**config.mk**
```make
export PLATFORM = sky130hd
export DESIGN_NAME = ttu_core
export DESIGN_NICKNAME = d
export VERILOG_FILES = /design/src/core/ttu_pkg.sv /design/src/core/ttu_core.sv
export VERILOG_INCLUDE_DIRS = /design/src /design/src/core
export SDC_FILE = /design/constraint.sdc
export NUM_CORES = 1
export LEC_CHECK = 0
export ABC_AREA = 1
export BUFFER_PORTS_ARGS = -buffer_cell sky130_fd_sc_hd__buf_2
export CORE_MARGIN = 2
export CORE_UTILIZATION = 35
export CTS_BUF_LIST = sky130_fd_sc_hd__clkbuf_4
export DETAILED_ROUTE_END_ITERATION = 6
export MAX_ROUTING_LAYER = met4
export PLACE_DENSITY = 0.52
export SETUP_SLACK_MARGIN = 0.02
export SLEW_MARGIN = 20
export SYNTH_ARGS = -nofsm -noshare
export SYNTH_HDL_FRONTEND = slang
export SYNTH_SLANG_ARGS = --single-unit
```
**constraint.sdc**
```tcl
create_clock -name i_sys_clk -period 3.2 [get_ports i_sys_clk]
set_input_delay 0 -clock i_sys_clk [delete_from_list [all_inputs] [get_ports i_sys_clk]]
set_output_delay 0 -clock i_sys_clk [all_outputs]
set_load 0.02 [all_outputs]
```
**src/core/ttu_consts.svh**
```systemverilog
// constants of the trace and trigger unit: offsets, reset values, field positions
`ifndef TTU_CONSTS_SVH
`define TTU_CONSTS_SVH

// ---------------------------------------------------------------
// register offsets (absolute cpu addresses)
// ---------------------------------------------------------------
`define TTU_COMPARATOR_A_HIGH_BYTE   16'h3010
`define TTU_COMPARATOR_A_LOW_BYTE    16'h3011
`define TTU_COMPARATOR_B_HIGH_BYTE   16'h3012
`define TTU_COMPARATOR_B_LOW_BYTE    16'h3013
`define TTU_COMPARATOR_C_HIGH_BYTE   16'h3014
`define TTU_COMPARATOR_C_LOW_BYTE    16'h3015
`define TTU_TRACE_FIFO_HIGH_BYTE     16'h3016
`define TTU_TRACE_FIFO_LOW_BYTE      16'h3017
`define TTU_COMPARATOR_A_EXTENSION   16'h3018
`define TTU_COMPARATOR_B_EXTENSION   16'h3019
`define TTU_COMPARATOR_C_EXTENSION   16'h301A
`define TTU_TRACE_FIFO_EXTENDED_INFO 16'h301B
`define TTU_TRACE_CONTROL            16'h301C
`define TTU_TRIGGER_SETUP            16'h301D
`define TTU_TRACE_STATUS             16'h301E
`define TTU_TRACE_WORD_COUNT         16'h301F

// ---------------------------------------------------------------
// reset values
// ---------------------------------------------------------------
`define TTU_RST_CMP_A_HI 8'hFF
`define TTU_RST_CMP_A_LO 8'hFE
`define TTU_RST_ZERO     8'h00
`define TTU_RST_CTRL     8'hC0
`define TTU_RST_TRIG     8'h40

// ---------------------------------------------------------------
// field positions
// ---------------------------------------------------------------
`define TTU_CTL_EN      7
`define TTU_CTL_ARM     6
`define TTU_CTL_BRK     5
`define TTU_CTL_TAG     4
`define TTU_CTL_CBRK    3
`define TTU_CTL_LOOP    2
`define TTU_TRG_RSTBEG  7
`define TTU_TRG_BEGIN   6
`define TTU_TRG_FULL    5
`define TTU_TRG_MODE_HI 3
`define TTU_STS_ARMED   7
`define TTU_STS_TRIG    6
`define TTU_STS_ASEEN   5
`define TTU_STS_FULL    1
`define TTU_STS_EMPTY   0

// ---------------------------------------------------------------
// sizes
// ---------------------------------------------------------------
`define TTU_ADDR_W     21
`define TTU_EXT_W      5
`define TTU_FIFO_DEPTH 4

`endif

```
**src/core/ttu_pkg.sv**
```systemverilog
// types shared by the trace and trigger unit
`include "ttu_consts.svh"
package ttu_pkg;
   typedef logic [`TTU_ADDR_W-1:0] ttu_addr_t;
   // trigger modes, encoded in the low nibble of trigger_setup
   typedef enum logic [3:0] {
      TM_A = 4'h0, TM_A_OR_B = 4'h1, TM_A_THEN_B = 4'h2,
      TM_A_AND_D = 4'h3, TM_A_NOT_D = 4'h4, TM_EVT_B = 4'h5,
      TM_A_THEN_EVT = 4'h6, TM_INSIDE = 4'h7, TM_OUTSIDE = 4'h8
   } ttu_mode_t;
   typedef enum {ST_IDLE, ST_WAIT, ST_PRE, ST_POST, ST_DONE} ttu_state_t;
   typedef enum logic [2:0] {
      CK_BRANCH, CK_JMP_IND, CK_JSR_IND, CK_IRQ, CK_RTI, CK_RTC, CK_RTS
   } ttu_cof_kind_t;
   typedef struct packed {
      logic      valid;
      logic      fetch;
      ttu_addr_t addr;
      logic [7:0] data;
   } ttu_bus_t;
   typedef struct packed {
      logic          valid;
      ttu_cof_kind_t kind;
      ttu_addr_t     src;
      ttu_addr_t     dst;
   } ttu_cof_t;
   typedef struct packed {
      logic [7:0] ext;
      logic [7:0] hi;
      logic [7:0] lo;
   } ttu_word_t;
endpackage

```
**src/core/ttu_core.sv**
```systemverilog
// trace and trigger unit: comparators, trigger modes, trace fifo, registers
`timescale 1ns/1ps
`default_nettype none
`include "ttu_consts.svh"

// ---------------------------------------------------------------
// trace fifo, flip-flop storage
// ---------------------------------------------------------------
module ttu_fifo #(
   parameter int W = 24,
   parameter int D = `TTU_FIFO_DEPTH
) (
   input  wire logic                   i_sys_clk,
   input  wire logic                   i_rst_n,
   input  wire logic                   i_clr,
   input  wire logic                   i_in_valid,
   output logic                        o_in_ready,
   input  wire logic [W-1:0]           i_in_data,
   output logic                        o_out_valid,
   input  wire logic                   i_out_ready,
   output logic [W-1:0]                o_out_data,
   output logic [$clog2(D+1)-1:0]      o_count
);
   localparam int AW = (D > 1) ? $clog2(D) : 1;
   localparam int CW = $clog2(D + 1);
   logic [W-1:0]  mem_r [D];
   logic [AW-1:0] wr_ptr_r;
   logic [AW-1:0] rd_ptr_r;
   logic [CW-1:0] cnt_r;
   logic          push;
   logic          pop;

   // honest flags straight from the occupancy count
   assign o_in_ready  = (cnt_r != CW'(D));
   assign o_out_valid = (cnt_r != '0);
   assign o_out_data  = mem_r[rd_ptr_r];
   assign o_count     = cnt_r;
   assign push        = i_in_valid & o_in_ready;
   assign pop         = i_out_ready & o_out_valid;

   // pointers and count; clear drops everything held
   always_ff @(posedge i_sys_clk or negedge i_rst_n) begin
      if (!i_rst_n) begin
         wr_ptr_r <= '0;
         rd_ptr_r <= '0;
         cnt_r    <= '0;
      end else if (i_clr) begin
         wr_ptr_r <= '0;
         rd_ptr_r <= '0;
         cnt_r    <= '0;
      end else begin
         if (push) begin
            wr_ptr_r <= (wr_ptr_r == AW'(D - 1)) ? '0 : wr_ptr_r + 1'b1;
         end
         if (pop) begin
            rd_ptr_r <= (rd_ptr_r == AW'(D - 1)) ? '0 : rd_ptr_r + 1'b1;
         end
         if (push && !pop) begin
            cnt_r <= cnt_r + 1'b1;
         end else if (pop && !push) begin
            cnt_r <= cnt_r - 1'b1;
         end
      end
   end

   // storage words, no reset needed
   always_ff @(posedge i_sys_clk) begin
      if (push) begin
         mem_r[wr_ptr_r] <= i_in_data;
      end
   end
endmodule

// ---------------------------------------------------------------
// unit top
// ---------------------------------------------------------------
module ttu_core #(
   parameter int FIFO_DEPTH = `TTU_FIFO_DEPTH
) (
   input  wire logic            i_sys_clk,
   input  wire logic            i_rst_n,
   input  wire logic            i_mcu_rst,
   input  wire logic            i_end_run_rst,
   input  wire logic            i_secure,
   input  wire logic            i_bdm_busy,
   input  wire ttu_pkg::ttu_bus_t i_bus,
   input  wire ttu_pkg::ttu_cof_t i_cof,
   input  wire logic            i_tag_exec,
   input  wire logic [15:0]     i_reg_addr,
   input  wire logic            i_reg_wr,
   input  wire logic            i_reg_rd,
   input  wire logic [7:0]      i_reg_wdata,
   output logic [7:0]           o_reg_rdata,
   output logic                 o_break_req,
   output logic                 o_tag_req,
   output logic                 o_trace_active
);
   import ttu_pkg::*;
   localparam int CW = $clog2(FIFO_DEPTH + 1);

   logic [7:0] cah_r, cal_r, cbh_r, cbl_r, cch_r, ccl_r;
   logic [7:0] cax_r, cbx_r, ccx_r, ctl_r, trg_r;
   ttu_state_t st_r;
   logic       a_seen_r;
   logic       trig_seen_r;
   logic       tag_pend_r;
   logic       cap_vld_r;
   ttu_word_t  cap_word_r;
   ttu_addr_t  cmp_a, cmp_b, cmp_c, cof_addr;
   ttu_mode_t  mode;
   ttu_word_t  head;
   logic       active, gate, full_md, d_eq;
   logic       m_a, m_b, m_c, in_rng, hit, evt_md;
   logic       go, fire, brk_c, evt_st, cof_st, capt, loop_upd;
   logic       in_rdy, out_vld, pop_rd, drop, fclr;
   logic [CW-1:0] cnt;

   // ---------------------------------------------------------------
   // comparators
   // ---------------------------------------------------------------
   // extension bits carry address bits 20 to 16
   assign cmp_a = {cax_r[`TTU_EXT_W-1:0], cah_r, cal_r};
   assign cmp_b = {cbx_r[`TTU_EXT_W-1:0], cbh_r, cbl_r};
   assign cmp_c = {ccx_r[`TTU_EXT_W-1:0], cch_r, ccl_r};
   assign mode    = ttu_mode_t'(trg_r[`TTU_TRG_MODE_HI:0]);
   assign full_md = trg_r[`TTU_TRG_FULL];
   assign active  = ctl_r[`TTU_CTL_EN] & ~i_secure;
   assign gate    = active & ~i_bdm_busy & i_bus.valid;
   // whole-word equality, one bus cycle
   assign m_a  = gate & (i_bus.addr == cmp_a);
   // data compare ignores the B high byte
   assign d_eq = (i_bus.data == cbl_r);
   assign m_b  = full_md ? (gate & d_eq)
                         : (gate & (i_bus.addr == cmp_b));
   assign m_c  = gate & (i_bus.addr == cmp_c);
   assign in_rng = (i_bus.addr >= cmp_a) && (i_bus.addr <= cmp_b);
   assign evt_md = (mode == TM_EVT_B) || (mode == TM_A_THEN_EVT);

   // trigger condition per mode
   always_comb begin
      case (mode)
         TM_A:          hit = m_a;
         TM_A_OR_B:     hit = m_a | m_b;
         TM_A_THEN_B:   hit = a_seen_r & m_b;
         TM_A_AND_D:    hit = full_md & m_a & d_eq;
         TM_A_NOT_D:    hit = full_md & m_a & ~d_eq;
         TM_EVT_B:      hit = m_b;
         TM_A_THEN_EVT: hit = a_seen_r & m_b;
         TM_INSIDE:     hit = gate & in_rng;
         TM_OUTSIDE:    hit = gate & ~in_rng;
         default:       hit = 1'b0;
      endcase
   end

   // ---------------------------------------------------------------
   // trace sequencing
   // ---------------------------------------------------------------
   assign go   = (st_r == ST_IDLE) & active & ctl_r[`TTU_CTL_ARM];
   assign fire = hit & ((st_r == ST_WAIT) | (st_r == ST_PRE));
   // c breaks only when not tracking loops
   assign brk_c = ~ctl_r[`TTU_CTL_LOOP] & ctl_r[`TTU_CTL_CBRK] & m_c;
   assign fclr  = go | i_mcu_rst;

   // state walk; a normal reset abandons the trace
   always_ff @(posedge i_sys_clk or negedge i_rst_n) begin
      if (!i_rst_n) begin
         st_r <= ST_IDLE;
      end else if (i_mcu_rst) begin
         st_r <= ST_IDLE;
      end else if (i_end_run_rst) begin
         // end-trace freezes at reset, begin-trace may start here
         case (st_r)
            ST_PRE:  st_r <= ST_DONE;
            ST_WAIT: st_r <= trg_r[`TTU_TRG_RSTBEG] ? ST_POST : ST_WAIT;
            default: st_r <= st_r;
         endcase
      end else if (!active || !ctl_r[`TTU_CTL_ARM]) begin
         st_r <= ST_IDLE;
      end else begin
         case (st_r)
            ST_IDLE: begin
               if (go) begin
                  st_r <= (trg_r[`TTU_TRG_BEGIN] | evt_md) ? ST_WAIT : ST_PRE;
               end
            end
            ST_WAIT: begin
               if (hit) begin
                  st_r <= ST_POST;
               end
            end
            ST_PRE: begin
               if (hit) begin
                  st_r <= ST_DONE;
               end
            end
            ST_POST: begin
               if (cnt == CW'(FIFO_DEPTH)) begin
                  st_r <= ST_DONE;
               end
            end
            ST_DONE: st_r <= ST_DONE;
            default: st_r <= ST_IDLE;
         endcase
      end
   end

   // sequence and trigger flags; a new event beats the clear
   always_ff @(posedge i_sys_clk or negedge i_rst_n) begin
      if (!i_rst_n) begin
         a_seen_r    <= 1'b0;
         trig_seen_r <= 1'b0;
      end else begin
         if (m_a && st_r != ST_IDLE && st_r != ST_DONE) begin
            a_seen_r <= 1'b1;
         end else if (go || i_mcu_rst) begin
            a_seen_r <= 1'b0;
         end
         if (fire) begin
            trig_seen_r <= 1'b1;
         end else if (go || i_mcu_rst) begin
            trig_seen_r <= 1'b0;
         end
      end
   end

   // ---------------------------------------------------------------
   // breakpoints
   // ---------------------------------------------------------------
   // forced breaks leave at once, tagged ones wait for execution
   always_ff @(posedge i_sys_clk or negedge i_rst_n) begin
      if (!i_rst_n) begin
         o_break_req <= 1'b0;
         o_tag_req   <= 1'b0;
         tag_pend_r  <= 1'b0;
      end else begin
         o_tag_req   <= 1'b0;
         o_break_req <= 1'b0;
         if ((fire & ctl_r[`TTU_CTL_BRK]) | brk_c) begin
            if (ctl_r[`TTU_CTL_TAG]) begin
               o_tag_req  <= i_bus.fetch;
               tag_pend_r <= i_bus.fetch;
            end else begin
               o_break_req <= 1'b1;
            end
         end else if (tag_pend_r && (i_tag_exec || !active)) begin
            o_break_req <= i_tag_exec & active;
            tag_pend_r  <= 1'b0;
         end
      end
   end

   // ---------------------------------------------------------------
   // capture into the fifo
   // ---------------------------------------------------------------
   // branches record where they left, others where they land
   assign cof_addr = (i_cof.kind == CK_BRANCH) ? i_cof.src
                                               : i_cof.dst;
   assign evt_st = evt_md & hit & ((st_r == ST_WAIT) | (st_r == ST_POST));
   // loop mode skips a repeat of the last stored flow
   assign cof_st = ~evt_md & active & i_cof.valid & ~i_bdm_busy
                 & ((st_r == ST_PRE) | (st_r == ST_POST))
                 & ~(ctl_r[`TTU_CTL_LOOP] & (cof_addr == cmp_c));
   // one staging word; a second event while it is stuck is lost
   assign capt     = (evt_st | cof_st) & (~cap_vld_r | in_rdy);
   assign loop_upd = capt & cof_st & ctl_r[`TTU_CTL_LOOP];
   // pre-trigger trace keeps the newest words by discarding oldest
   assign drop   = (st_r == ST_PRE) & cap_vld_r & ~in_rdy;
   assign pop_rd = i_reg_rd & (i_reg_addr == `TTU_TRACE_FIFO_LOW_BYTE) & out_vld;

   always_ff @(posedge i_sys_clk or negedge i_rst_n) begin
      if (!i_rst_n) begin
         cap_vld_r  <= 1'b0;
         cap_word_r <= '0;
      end else if (fclr) begin
         cap_vld_r <= 1'b0;
      end else if (capt) begin
         cap_vld_r <= 1'b1;
         if (evt_st) begin
            cap_word_r <= '{ext: 8'h00, hi: 8'h00, lo: i_bus.data};
         end else begin
            cap_word_r <= '{ext: 8'(cof_addr[`TTU_ADDR_W-1:16]),
                            hi: cof_addr[15:8], lo: cof_addr[7:0]};
         end
      end else if (in_rdy) begin
         cap_vld_r <= 1'b0;
      end
   end

   ttu_fifo #(
      .W ($bits(ttu_word_t)),
      .D (FIFO_DEPTH)
   ) u_fifo (
      .i_sys_clk   (i_sys_clk),
      .i_rst_n     (i_rst_n),
      .i_clr       (fclr),
      .i_in_valid  (cap_vld_r),
      .o_in_ready  (in_rdy),
      .i_in_data   (cap_word_r),
      .o_out_valid (out_vld),
      .i_out_ready (pop_rd | drop),
      .o_out_data  (head),
      .o_count     (cnt)
   );

   // ---------------------------------------------------------------
   // registers
   // ---------------------------------------------------------------
   // normal resets reload, end-run reset leaves contents alone
   always_ff @(posedge i_sys_clk or negedge i_rst_n) begin
      if (!i_rst_n) begin
         cah_r <= `TTU_RST_CMP_A_HI;
         cal_r <= `TTU_RST_CMP_A_LO;
         {cbh_r, cbl_r, cch_r, ccl_r} <= {4{`TTU_RST_ZERO}};
         {cax_r, cbx_r, ccx_r} <= {3{`TTU_RST_ZERO}};
         ctl_r <= `TTU_RST_CTRL;
         trg_r <= `TTU_RST_TRIG;
      end else if (i_mcu_rst) begin
         cah_r <= `TTU_RST_CMP_A_HI;
         cal_r <= `TTU_RST_CMP_A_LO;
         {cbh_r, cbl_r, cch_r, ccl_r} <= {4{`TTU_RST_ZERO}};
         {cax_r, cbx_r, ccx_r} <= {3{`TTU_RST_ZERO}};
         ctl_r <= `TTU_RST_CTRL;
         trg_r <= `TTU_RST_TRIG;
      end else if (!i_end_run_rst) begin
         if (i_reg_wr) begin
            case (i_reg_addr)
               `TTU_COMPARATOR_A_HIGH_BYTE: cah_r <= i_reg_wdata;
               `TTU_COMPARATOR_A_LOW_BYTE:  cal_r <= i_reg_wdata;
               `TTU_COMPARATOR_B_HIGH_BYTE: cbh_r <= i_reg_wdata;
               `TTU_COMPARATOR_B_LOW_BYTE:  cbl_r <= i_reg_wdata;
               `TTU_COMPARATOR_C_HIGH_BYTE: cch_r <= i_reg_wdata;
               `TTU_COMPARATOR_C_LOW_BYTE:  ccl_r <= i_reg_wdata;
               `TTU_COMPARATOR_A_EXTENSION: cax_r <= i_reg_wdata;
               `TTU_COMPARATOR_B_EXTENSION: cbx_r <= i_reg_wdata;
               `TTU_COMPARATOR_C_EXTENSION: ccx_r <= i_reg_wdata;
               `TTU_TRACE_CONTROL:          ctl_r <= i_reg_wdata;
               `TTU_TRIGGER_SETUP:          trg_r <= i_reg_wdata;
               default: ;
            endcase
         end
         // hardware loop tracking overrides a same-cycle write to c
         if (loop_upd) begin
            ccx_r <= 8'(cof_addr[`TTU_ADDR_W-1:16]);
            cch_r <= cof_addr[15:8];
            ccl_r <= cof_addr[7:0];
         end
      end
   end

   // read data registered one cycle after the strobe, zero otherwise
   always_ff @(posedge i_sys_clk or negedge i_rst_n) begin
      if (!i_rst_n) begin
         o_reg_rdata <= 8'h00;
      end else if (!i_reg_rd) begin
         o_reg_rdata <= 8'h00;
      end else begin
         case (i_reg_addr)
            `TTU_COMPARATOR_A_HIGH_BYTE: o_reg_rdata <= cah_r;
            `TTU_COMPARATOR_A_LOW_BYTE:  o_reg_rdata <= cal_r;
            `TTU_COMPARATOR_B_HIGH_BYTE: o_reg_rdata <= cbh_r;
            `TTU_COMPARATOR_B_LOW_BYTE:  o_reg_rdata <= cbl_r;
            `TTU_COMPARATOR_C_HIGH_BYTE: o_reg_rdata <= cch_r;
            `TTU_COMPARATOR_C_LOW_BYTE:  o_reg_rdata <= ccl_r;
            `TTU_TRACE_FIFO_HIGH_BYTE:   o_reg_rdata <= out_vld ? head.hi : 8'h00;
            `TTU_TRACE_FIFO_LOW_BYTE:    o_reg_rdata <= out_vld ? head.lo : 8'h00;
            `TTU_COMPARATOR_A_EXTENSION: o_reg_rdata <= cax_r;
            `TTU_COMPARATOR_B_EXTENSION: o_reg_rdata <= cbx_r;
            `TTU_COMPARATOR_C_EXTENSION: o_reg_rdata <= ccx_r;
            `TTU_TRACE_FIFO_EXTENDED_INFO: o_reg_rdata <= out_vld ? head.ext : 8'h00;
            `TTU_TRACE_CONTROL:          o_reg_rdata <= ctl_r;
            `TTU_TRIGGER_SETUP:          o_reg_rdata <= trg_r;
            `TTU_TRACE_STATUS: begin
               o_reg_rdata <= 8'h00;
               o_reg_rdata[`TTU_STS_ARMED] <= (st_r != ST_IDLE) && (st_r != ST_DONE);
               o_reg_rdata[`TTU_STS_TRIG]  <= trig_seen_r;
               o_reg_rdata[`TTU_STS_ASEEN] <= a_seen_r;
               o_reg_rdata[`TTU_STS_FULL]  <= ~in_rdy;
               o_reg_rdata[`TTU_STS_EMPTY] <= ~out_vld;
            end
            `TTU_TRACE_WORD_COUNT:       o_reg_rdata <= 8'(cnt);
            default:                     o_reg_rdata <= 8'h00;
         endcase
      end
   end

   // trace activity flag for the outside world
   always_ff @(posedge i_sys_clk or negedge i_rst_n) begin
      if (!i_rst_n) begin
         o_trace_active <= 1'b0;
      end else begin
         o_trace_active <= (st_r == ST_WAIT) | (st_r == ST_PRE) | (st_r == ST_POST);
      end
   end
endmodule

`default_nettype wire

```
# --- After elaboration in Yosys (flattened, before gate mapping) ---
# Memories as Yosys holds them, arrays and structs flattened.
# Cells that the tools add are included.
# Widths: inputs -> output; s select.
op_classes:
  n_eq_ne: 48
  magnitude_cmp: 2
  bitwise: 59
  mux: 92
  addsub: 4
  n_reduce_logical: 56
ops:
  columns: ["cell", "n"]
  rows:
  - ["$mux 8", 51]
  - ["$eq 16x14->1 const B", 16]
  - ["$mux 32", 7]
  - ["$pmux 32 s5", 1]
  - ["$pmux 8 s16", 1]
  - ["$eq 32x2->1 const B", 3]
  - ["$eq 32x3->1 const B", 3]
  - ["$eq 21x21->1", 4]
  - ["$logic_not 32->1", 2]
  - ["$pmux 32 s2", 1]
  - ["$mux 21", 2]
  - ["$and 1x1->1", 37]
  - ["$reduce_and 3->1", 11]
  - ["$eq 32x1->1 const B", 1]
  - ["$ne 32x4->1 const B", 1]
  - ["$reduce_bool 32->1", 1]
  - ["$reduce_bool 2->1", 14]
  - ["$ge 21x21->1", 1]
  - ["$le 21x21->1", 1]
  - ["$reduce_bool 3->1", 7]
  - ["$ne 5x5->1 const B", 4]
  - ["$mux 1", 17]
  - ["$eq 4x3->1 const B", 4]
  - ["$mux 2", 8]
  - ["other kinds (24)", 63]
totals:
  memories: 1
  ff_bits: 166
  elab_cells: 288
  ram_bits: 96
memory_table:
  columns: ["memory", "depth", "word_bits", "read_ports", "rd_clocked_by_memory_dff", "wr", "line", "text"]
  rows:
  - ["u_fifo.mem_r", 4, 24, 1, 0, 1, "ttu_core.sv:26", "logic [W-1:0] mem_r [D];"]

# --- Longest topological paths before layout ---
# Gate-level depths: netlist of run 1.
logic_depth:
  word_depth: 17
  depth_mapped: 21
  mapped_depth_nobuf: 21

# --- Modules after synthesis ---
# Synthesis of run 1 repeated with hierarchy kept, for this count alone.
unflattened:
  hier_cells: 1598
  hier_area_um2: 13017.5
by_module_without_submodules:
  columns: ["module", "area_each_um2", "cells_per_inst", "instances"]
  rows:
  - ["ttu_core", 8768.4, 1302, 1]
  - ["ttu_fifo", 4249.1, 296, 1]

# --- Least setup slack after synthesis of run 1 ---
# OpenSTA, ideal clock, no wires.
synth_timing:
  path_type: "register -> register"
  startpoint: "reg cah_r[4]"
  endpoint: "reg cap_word_r[11] in the netlist's numbering"
  arrival_ps: 2255
  required_time_ps: 3117
  n_path_buf: 2
  path_slack_ps: 862
  period_less_slack_ps: 2338
  path_stages_with_launch: 17
  cell_sequence: "dfstp_2 > inv_1 > ha_1 > nand2_1 > nor2_1 > nand2_1 > nor2_1 > nand2_1 > nand4_1 > nand3_1 > nand2_1 > nand2_1 > nand3_1 > buf_4 > clkbuf_1 > nand2_1 > o21ai_0"
synth_via:
  elab_chain_cells: 10
  elab_cells_between_ends: 18
synth_rtl:
  columns: ["element", "line", "text"]
  rows:
  - ["from (decl)", "ttu_core.sv:101", "logic [7:0] cah_r, cal_r, cbh_r, cbl_r, cch_r, ccl_r;"]
  - ["from (signal assigned)", "ttu_core.sv:311", "cah_r <= `TTU_RST_CMP_A_HI;"]
  - ["from (signal assigned)", "ttu_core.sv:318", "cah_r <= `TTU_RST_CMP_A_HI;"]
  - ["from (signal assigned)", "ttu_core.sv:327", "`TTU_COMPARATOR_A_HIGH_BYTE: cah_r <= i_reg_wdata;"]
  - ["$ge 21x21->1 or $eq 21x21->1 (tied branches)", "ttu_core.sv:136, ttu_core.sv:130", null]
  - ["$logic_and 1x1->1 or $and 1x1->1 (tied branches)", "ttu_core.sv:136, ttu_core.sv:130", null]
  - ["$not 1->1 or $and 1x1->1 (tied branches)", "ttu_core.sv:150, ttu_core.sv:145, ttu_core.sv:146", null]
  - ["$and 1x1->1 (on tied branches)", "ttu_core.sv:150, ttu_core.sv:145, ttu_core.sv:146", null]
  - ["$pmux 1 s8 *", "ttu_core.sv:141", "case (mode)"]
  - ["$and 1x1->1 * (2 in series)", "ttu_core.sv:258", "assign evt_st = evt_md & hit & ((st_r == ST_WAIT) | (st_r == ST_POST));"]
  - ["$or 1x1->1", "ttu_core.sv:264", "assign capt = (evt_st | cof_st) & (~cap_vld_r | in_rdy);"]
  - ["$and 1x1->1", "ttu_core.sv:264", null]
  - ["$reduce_and 2->1 (no line)", null, null]
  - ["to (signal assigned)", "ttu_core.sv:279", "cap_word_r <= '{ext: 8'h00, hi: 8'h00, lo: i_bus.data};"]
  - ["to (signal assigned)", "ttu_core.sv:281", "cap_word_r <= '{ext: 8'(cof_addr[`TTU_ADDR_W-1:16]),"]
  - ["to (decl)", "ttu_core.sv:108", "ttu_word_t cap_word_r;"]
# Mark *: on every way between the ends. The rest lies on a longest branch, timed or not.
# A chain may end at the register's enable or synchronous reset.

# --- Worst setup path after layout of run 1 ---
layout_timing:
  startpoint: "reg cah_r[6]"
  endpoint: "reg cap_word_r[19] in the netlist's numbering"
# Same word-level chain as after synthesis.

==> impl_metrics.json, run 1 <==
{
  "slew_violations": 0,
  "critPathMaxFanout": 25,
  "overflow": 0,
  "syn-instance-count": 1641,
  "fin_crit_sh_pct": 88.44,
  "arrival_ns": 3.43,
  "synth.distinct_cells": 47,
  "cp-end-kind": "flop",
  "async_flop_share_pct": 61.47,
  "ys.flop_type": "dfrtp_1",
  "io-pin-count": 121,
  "grt_max_degree": 70,
  "dp_hpwl_um": 38280,
  "min_path_type": "in -> reg",
  "die_w_um": 194.1,
  "cts-buffers-inserted": 67,
  "ys_ff_latch": 218,
  "rr_startpoint": "cah_r[6]",
  "antenna_left": 0,
  "wire_per_inst_um": 21.32,
  "grt_use_total_pct": 28.00,
  "setup_tns_ns": 0,
  "reg.largest.list": "u_fifo.mem_r: 84 flops, cap_word_r: 21 flops",
  "status": "finished clean",
  "ir_drop_v": 0.0002489,
  "synthTopCellsByCount": "nand2_1, nor2_1, inv_1",
  "clk_pin_slew_ns": 0.07,
  "syn_avg_cell_area_um2": 7.704,
  "grt_pass1_wl_um": 75620,
  "rows": 69,
  "syn_nets": 1799,
  "rsz0062_at_grt": "false",
  "die-area_um2": 37660,
  "p_switching_uw": 2315,
  "start_util_pct": 35.54,
  "cts-root-buf": "clkbuf_4",
  "synth_area_leaders": "dfrtp_1, edfxtp_1, nand2_1, o21ai_0, nor2_1",
  "io_buffer_count": 120,
  "syn_to_final_growth_pct": 23.25,
  "drt_iter0_drc": 1114,
  "clkPwrFrac_pct": 38.8,
  "die_y_um": 194.1,
  "setup_slack_ns": 0.3700,
  "gp_congestion": 1.010,
  "seq_area_frac_synth_pct": 46.65,
  "p_leak_uw": 0.007301,
  "pre_cts_ws_ns": 0.2457,
  "nets": 2058,
  "finalHoldViolations": 0,
  "swShare_pct": 31.17,
  "slew_headroom_pct": 52.68,
  "p_int_uw": 5112,
  "worstRegToRegCells": 18,
  "h-tree-depth": 3,
  "r2r_slack_ns": 0.37,
  "grt_pass1_vias": 12110,
  "clk_latency_ns": 0.74,
  "fin_util_pct": 43.81,
  "synth_edf_count": 84,
  "combPwrFrac_pct": 17.9,
  "nFillCells": 3676,
  "cp-startpoint": "cah_r[6]",
  "layout_min_cycle_time_ns": 2.830,
  "fin_worst_skew_ns": 0.06747,
  "worst_slew_pin_slew_ns": 0.7098,
  "drive_above_1_share_pct": 16.23,
  "post_cts_buffers": 0,
  "synth.largest_area_cell": "dfrtp_1",
  "endpoint": "cap_word_r[19]",
  "path_class": "reg -> reg",
  "synth_top_area_share_pct": 22.96,
  "largest_reg_flops": 84,
  "cts_tree": "built",
  "clockBufferDepth": 3,
  "r2r_end": "cap_word_r[19]",
  "worstPathRequired_ns": 3.80,
  "synthesis.area_um2": 12640,
  "routed_wl_um": 51390,
  "max_freq_mhz": 353.4,
  "viasPerCell": 5.213,
  "drc": 0,
  "antenna_found_initial": 3,
  "cp-start-kind": "flop",
  "max-cap-violations": 0,
  "cts_sinks": 218,
  "core_um2": 35570,
  "synth_most_common_cell": "nand2_1",
  "setup_violations": 0,
  "power.density_nw_per_um2": 476.7,
  "firstDrtPassIters": 7,
  "ys_warn_count": 0,
  "via_count": 12560,
  "regMostFlops": "u_fifo.mem_r",
  "power_frac_seq_pct": 43.3
}
## power groups by stage
stage	Clock [uW]	Combinational (uW)	Sequential, uW
after floorplan	0	737	3200
after global placement	0	1200	3260
after detailed placement	0	1210	3260
after CTS	2940	1310	3210
after global routing	3100	1480	3230
final	2880	1330	3220
## per-stage QoR
stage	instance area [um^2]	power, uW	hold WS, ns	cells
global route	15580	7806	0.08840	2410
CTS	15570	7462	0.02197	2408
floorplan	12640	3941	-0.2956	1641
finish	15580	7427	0.08461	2410
global placement	13870	4459	0.07772	2212
detailed placement	13870	4472	0.08478	2212
## layout by cell type (no fill, tap or decap), types with 26 or more instances in the layout
cell	netlist	final
inv_1	188	188
a21oi_1	53	53
edfxtp_1	84	84
nand4_1	26	26
buf_4	3	30
buf_2	4	119
dfrtp_1	116	116
clkbuf_4	0	99
dlygate4sd3_1	0	79
nand2_1	478	478
nor2_1	193	189
ha_1	47	47
o21ai_0	164	164
nand3_1	78	78
o22ai_1	40	40
## layout make-up
| cell class | count | area, um^2 | area share, % |
|---|---|---|---|
| inverter | 193 | 724.4 | 4.649 |
| clock buffer | 99 | 743.2 | 4.770 |
| clock inverter | 17 | 132.6 | 0.8512 |
| multi-input combinational | 1189 | 5831 | 37.42 |
| sequential | 218 | 5898 | 37.85 |
| timing repair buffer | 231 | 1670 | 10.72 |
| antenna | 2 | 5.005 | 0.03212 |
| tap | 461 | 576.8 | 3.702 |
## cell families (layout without fill, tap and decap cells)
group                      count (synthesis)  in the layout  synth area share (%)
AOI/OAI and AO/OA                        282            282                 12.11
buffers and inverters                    234            540                 7.383
other                                      0              2                     0
and+or+nand+nor                          838            838                 27.58
DFF                                      218            218                 46.65
adders and majority gates                 48             48                 4.810
xor gates and xnor gates                  21             21                 1.455
## metal layers
metal | GRT usage (%) | vias to the layer above | part of all wire, %
li1 | - | 5964 | -
met4 | 11.31 | 0 | 3.6
met5 | - | - | 0
met1 | 37.31 | 5965 | 45
met2 | 41.99 | 531 | 44
met3 | 5.288 | 103 | 7.2
## critical path, stage by stage (launching register included)
cell	delay (ns)
dfstp_2	0.52
inv_1	0.06
ha_1	0.29
nand2_1	0.05
nor2_1	0.12
nand2_1	0.08
nor2_1	0.16
nand2_1	0.12
nand4_1	0.15
nand2_1	0.08
nand2_1	0.06
nand2_1	0.04
nand2_1	0.11
nand3_1	0.14
nand2_1	0.16
nand2_4	0.18
buf_4	0.23
nand2_1	0.05
o21ai_0	0.09
## worst min-delay path by stage
stage	startpoint	to	slack, ns	depth (start not counted)
after floorplan	i_rst_n	a_seen_r	-0.30	0
after global placement	i_rst_n	cax_r[0]	0.08	1
after detailed placement	i_rst_n	cax_r[0]	0.08	1
after CTS	i_reg_addr[1]	trg_r[6]	0.02	6
after global routing	i_bus[29]	tag_pend_r	0.09	4
final	i_bus[29]	tag_pend_r	0.08	4
## timing repair
action	CTS	global route
resized for setup	0	1
endpoints found under the hold margin	231	0
hold buffers	80	0
endpoints found under the setup margin	0	9
No activity file was read; power rests on OpenSTA's default activity.
==> run 2, diff against run 1 <==
Settings changed: SYNTH_HIERARCHICAL set to 1.
==> run 2 against run 1 <==
First-iteration DRC count fell by 16%. Global-route usage fell by 1.9 points. Clock-buffer cell count up 11. Sequential power increased by 5%. Die area rose by 2.9%. Via count decreased by 2.8%. Register-to-register slack got worse by 0.05 ns. Worst hold slack lost 0.0067 ns. Routed wire length shrank 6.0%. Critical endpoint is now ccx_r[5]. Largest power group unchanged.
==> impl_metrics.json, run 2 <==
{
  "status": "finished clean",
  "synth_top_area_share_pct": 22.30,
  "hold_depth": 4,
  "regMostFlops": "u_fifo/mem_r",
  "start_util_pct": 35.56,
  "largest_reg_flops": 96,
  "most-common-layout-cells": "nand2_1, inv_1, o21ai_0",
  "grt_pass1_vias": 11880,
  "io-pin-count": 121,
  "swShare_pct": 30.01,
  "syn_to_final_growth_pct": 22.63,
  "synthesis.area_um2": 13020,
  "ir_drop_v": 0.0002737,
  "cts_sinks": 230,
  "firstDrtPassIters": 5,
  "ys_ff_latch": 230,
  "antenna_left": 0,
  "h-tree-depth": 3,
  "core_um2": 36610,
  "rr_startpoint": "ctl_r[7]",
  "grt_pass1_wl_um": 72650,
  "syn-instance-count": 1598,
  "synth_area_leaders": "dfrtp_1, edfxtp_1, nand2_1, o21ai_0, inv_1",
  "drive_above_1_share_pct": 19.03,
  "cts-root-buf": "clkbuf_4",
  "rsz0062_at_grt": "false",
  "worstPathRequired_ns": 3.86,
  "r2r_end": "ccx_r[5]",
  "die-area_um2": 38750,
  "setup_violations": 0,
  "setup_slack_ns": 0.3189,
  "p_switching_uw": 2234,
  "synth.distinct_cells": 51,
  "grt_max_degree": 57,
  "die_w_um": 196.9,
  "power.density_nw_per_um2": 466.2,
  "p_int_uw": 5209,
  "viasPerCell": 5.106,
  "slew_violations": 0,
  "cts_tree": "built",
  "syn_avg_cell_area_um2": 8.146,
  "post_cts_buffers": 0,
  "clkPwrFrac_pct": 39.8,
  "synth.largest_area_cell": "dfrtp_1",
  "critPathMaxFanout": 10,
  "combPwrFrac_pct": 14.9,
  "hold_end": "o_tag_req",
  "nets": 2026,
  "power_frac_seq_pct": 45.3,
  "overflow": 0,
  "slew_headroom_pct": 45.39,
  "arrival_ns": 3.54,
  "drt_iter0_drc": 937,
  "dp_hpwl_um": 35190,
  "gp_congestion": 0.9695,
  "die_y_um": 196.9,
  "worstRegToRegCells": 13,
  "clockBufferDepth": 3,
  "ys_warn_count": 6,
  "nFillCells": 3770,
  "wire_per_inst_um": 20.19,
  "max-cap-violations": 0,
  "synth_most_common_cell": "nand2_1",
  "clk_pin_slew_ns": 0.06,
  "finalHoldViolations": 0,
  "cp-start-kind": "flop",
  "synthTopCellsByCount": "nand2_1, inv_1, nor2_1, o21ai_0, dfrtp_1",
  "seq_area_frac_synth_pct": 48.08,
  "path_class": "reg -> reg",
  "via_count": 12210,
  "fin_worst_skew_ns": 0.05725,
  "ys.flop_type": "dfrtp_1",
  "p_leak_uw": 0.007483,
  "antenna_found_initial": 1,
  "clk_latency_ns": 0.76,
  "routed_wl_um": 48300,
  "fin_crit_sh_pct": 90.04,
  "layout_min_cycle_time_ns": 2.881,
  "seq_area_um2": 6259,
  "reg.largest.list": "u_fifo/mem_r: 96 flops, cap_word_r: 21 flops",
  "grt_use_total_pct": 26.12,
  "cp-end-kind": "flop",
  "drc": 0,
  "io_buffer_count": 120,
  "rows": 70,
  "worstHoldStart": "i_bus[29]",
  "setup_tns_ns": 0,
  "multi_input_area_um2": 5788,
  "min_path_type": "in -> reg",
  "worst_slew_pin_slew_ns": 0.8182,
  "max_freq_mhz": 347.1,
  "async_flop_share_pct": 58.26,
  "pre_cts_ws_ns": 0.3836,
  "cts-buffers-inserted": 69,
  "synth_edf_count": 96,
  "r2r_slack_ns": 0.32,
  "final_common_cell": "nand2_1"
}
[run 2: worst max-delay path by stage]
stage | startpoint | end | slack [ns] | depth (start not counted)
floorplan | cah_r[4] | cap_word_r[0] | 0.91 | 16
detailed placement | cah_r[0] | cap_word_r[4] | 0.38 | 17
global placement | cah_r[0] | cap_word_r[2] | 0.43 | 17
global route | cah_r[7] | cap_word_r[7] | 0.05 | 17
CTS | ctl_r[7] | cap_word_r[12] | 0.32 | 13
finish | ctl_r[7] | ccx_r[5] | 0.32 | 13
[run 2: routing by layer]
layer	GRT usage (%)	part of all wire, %	vias to the layer above
met5	-	0	-
met4	11.11	4.3	0
met3	4.073	6.0	126
met2	42.04	47	469
met1	32.81	43	5762
li1	-	-	5857
[run 2: final cells by class]
class	count	area share [%]
inverter	198	4.672
sequential	230	39.21
antenna	1	0.01568
clock buffer	110	5.173
multi-input combinational	1138	36.26
timing repair buffer	230	10.43
clock inverter	17	0.5722
tap	468	3.668
[run 2: logic make-up after synthesis]
group / synth area share [%]
compound gates: 13.39
other cells: 0.02881
xor+xnor: 1.346
buf+inv: 7.881
fa+ha+maj: 4.767
flops: 48.08
simple gates: 24.51
[run 2: power groups by stage]
stage | clock (uW) | sequential, uW | combinational, uW
finish | 2960 | 3370 | 1110
global route | 3220 | 3380 | 1240
CTS | 3050 | 3370 | 1100
detailed placement | 0 | 3420 | 996
global placement | 0 | 3420 | 986
floorplan | 0 | 3370 | 606
[run 2: critical path: stages, from the launching register on]
cell	delay, ns
dfstp_2	0.54
inv_1	0.07
nor2_1	0.09
inv_1	0.08
nor2_1	0.13
nand4_1	0.14
dlygate4sd3_1	0.60
inv_1	0.13
nand3_2	0.24
nand2_1	0.12
nand2_1	0.15
nor2_2	0.37
nand2_1	0.09
nand2_1	0.07
[run 2: through the flow]
step                      instances  hold slack (ns)  instance area [um^2]  total power, uW  utilization, %
after floorplan                1609          -0.2956                 13060             3975               -
after global placement         2183          0.08170                 14210             4406           38.82
after detailed placement       2183          0.08351                 14210             4418           38.82
after CTS                      2391          0.01133                 15960             7512           43.59
after global routing           2392          0.05042                 15960             7846           43.60
final                          2392          0.07793                 15960             7442           43.60
[run 2: timing repair]
| action | 4_1_cts | 5_1_grt |
|---|---|---|
| endpoints found under the hold margin | 241 | 0 |
| gates resized for setup | 0 | 1 |
| endpoints found under the setup margin | 0 | 5 |
| hold buffers | 81 | 0 |
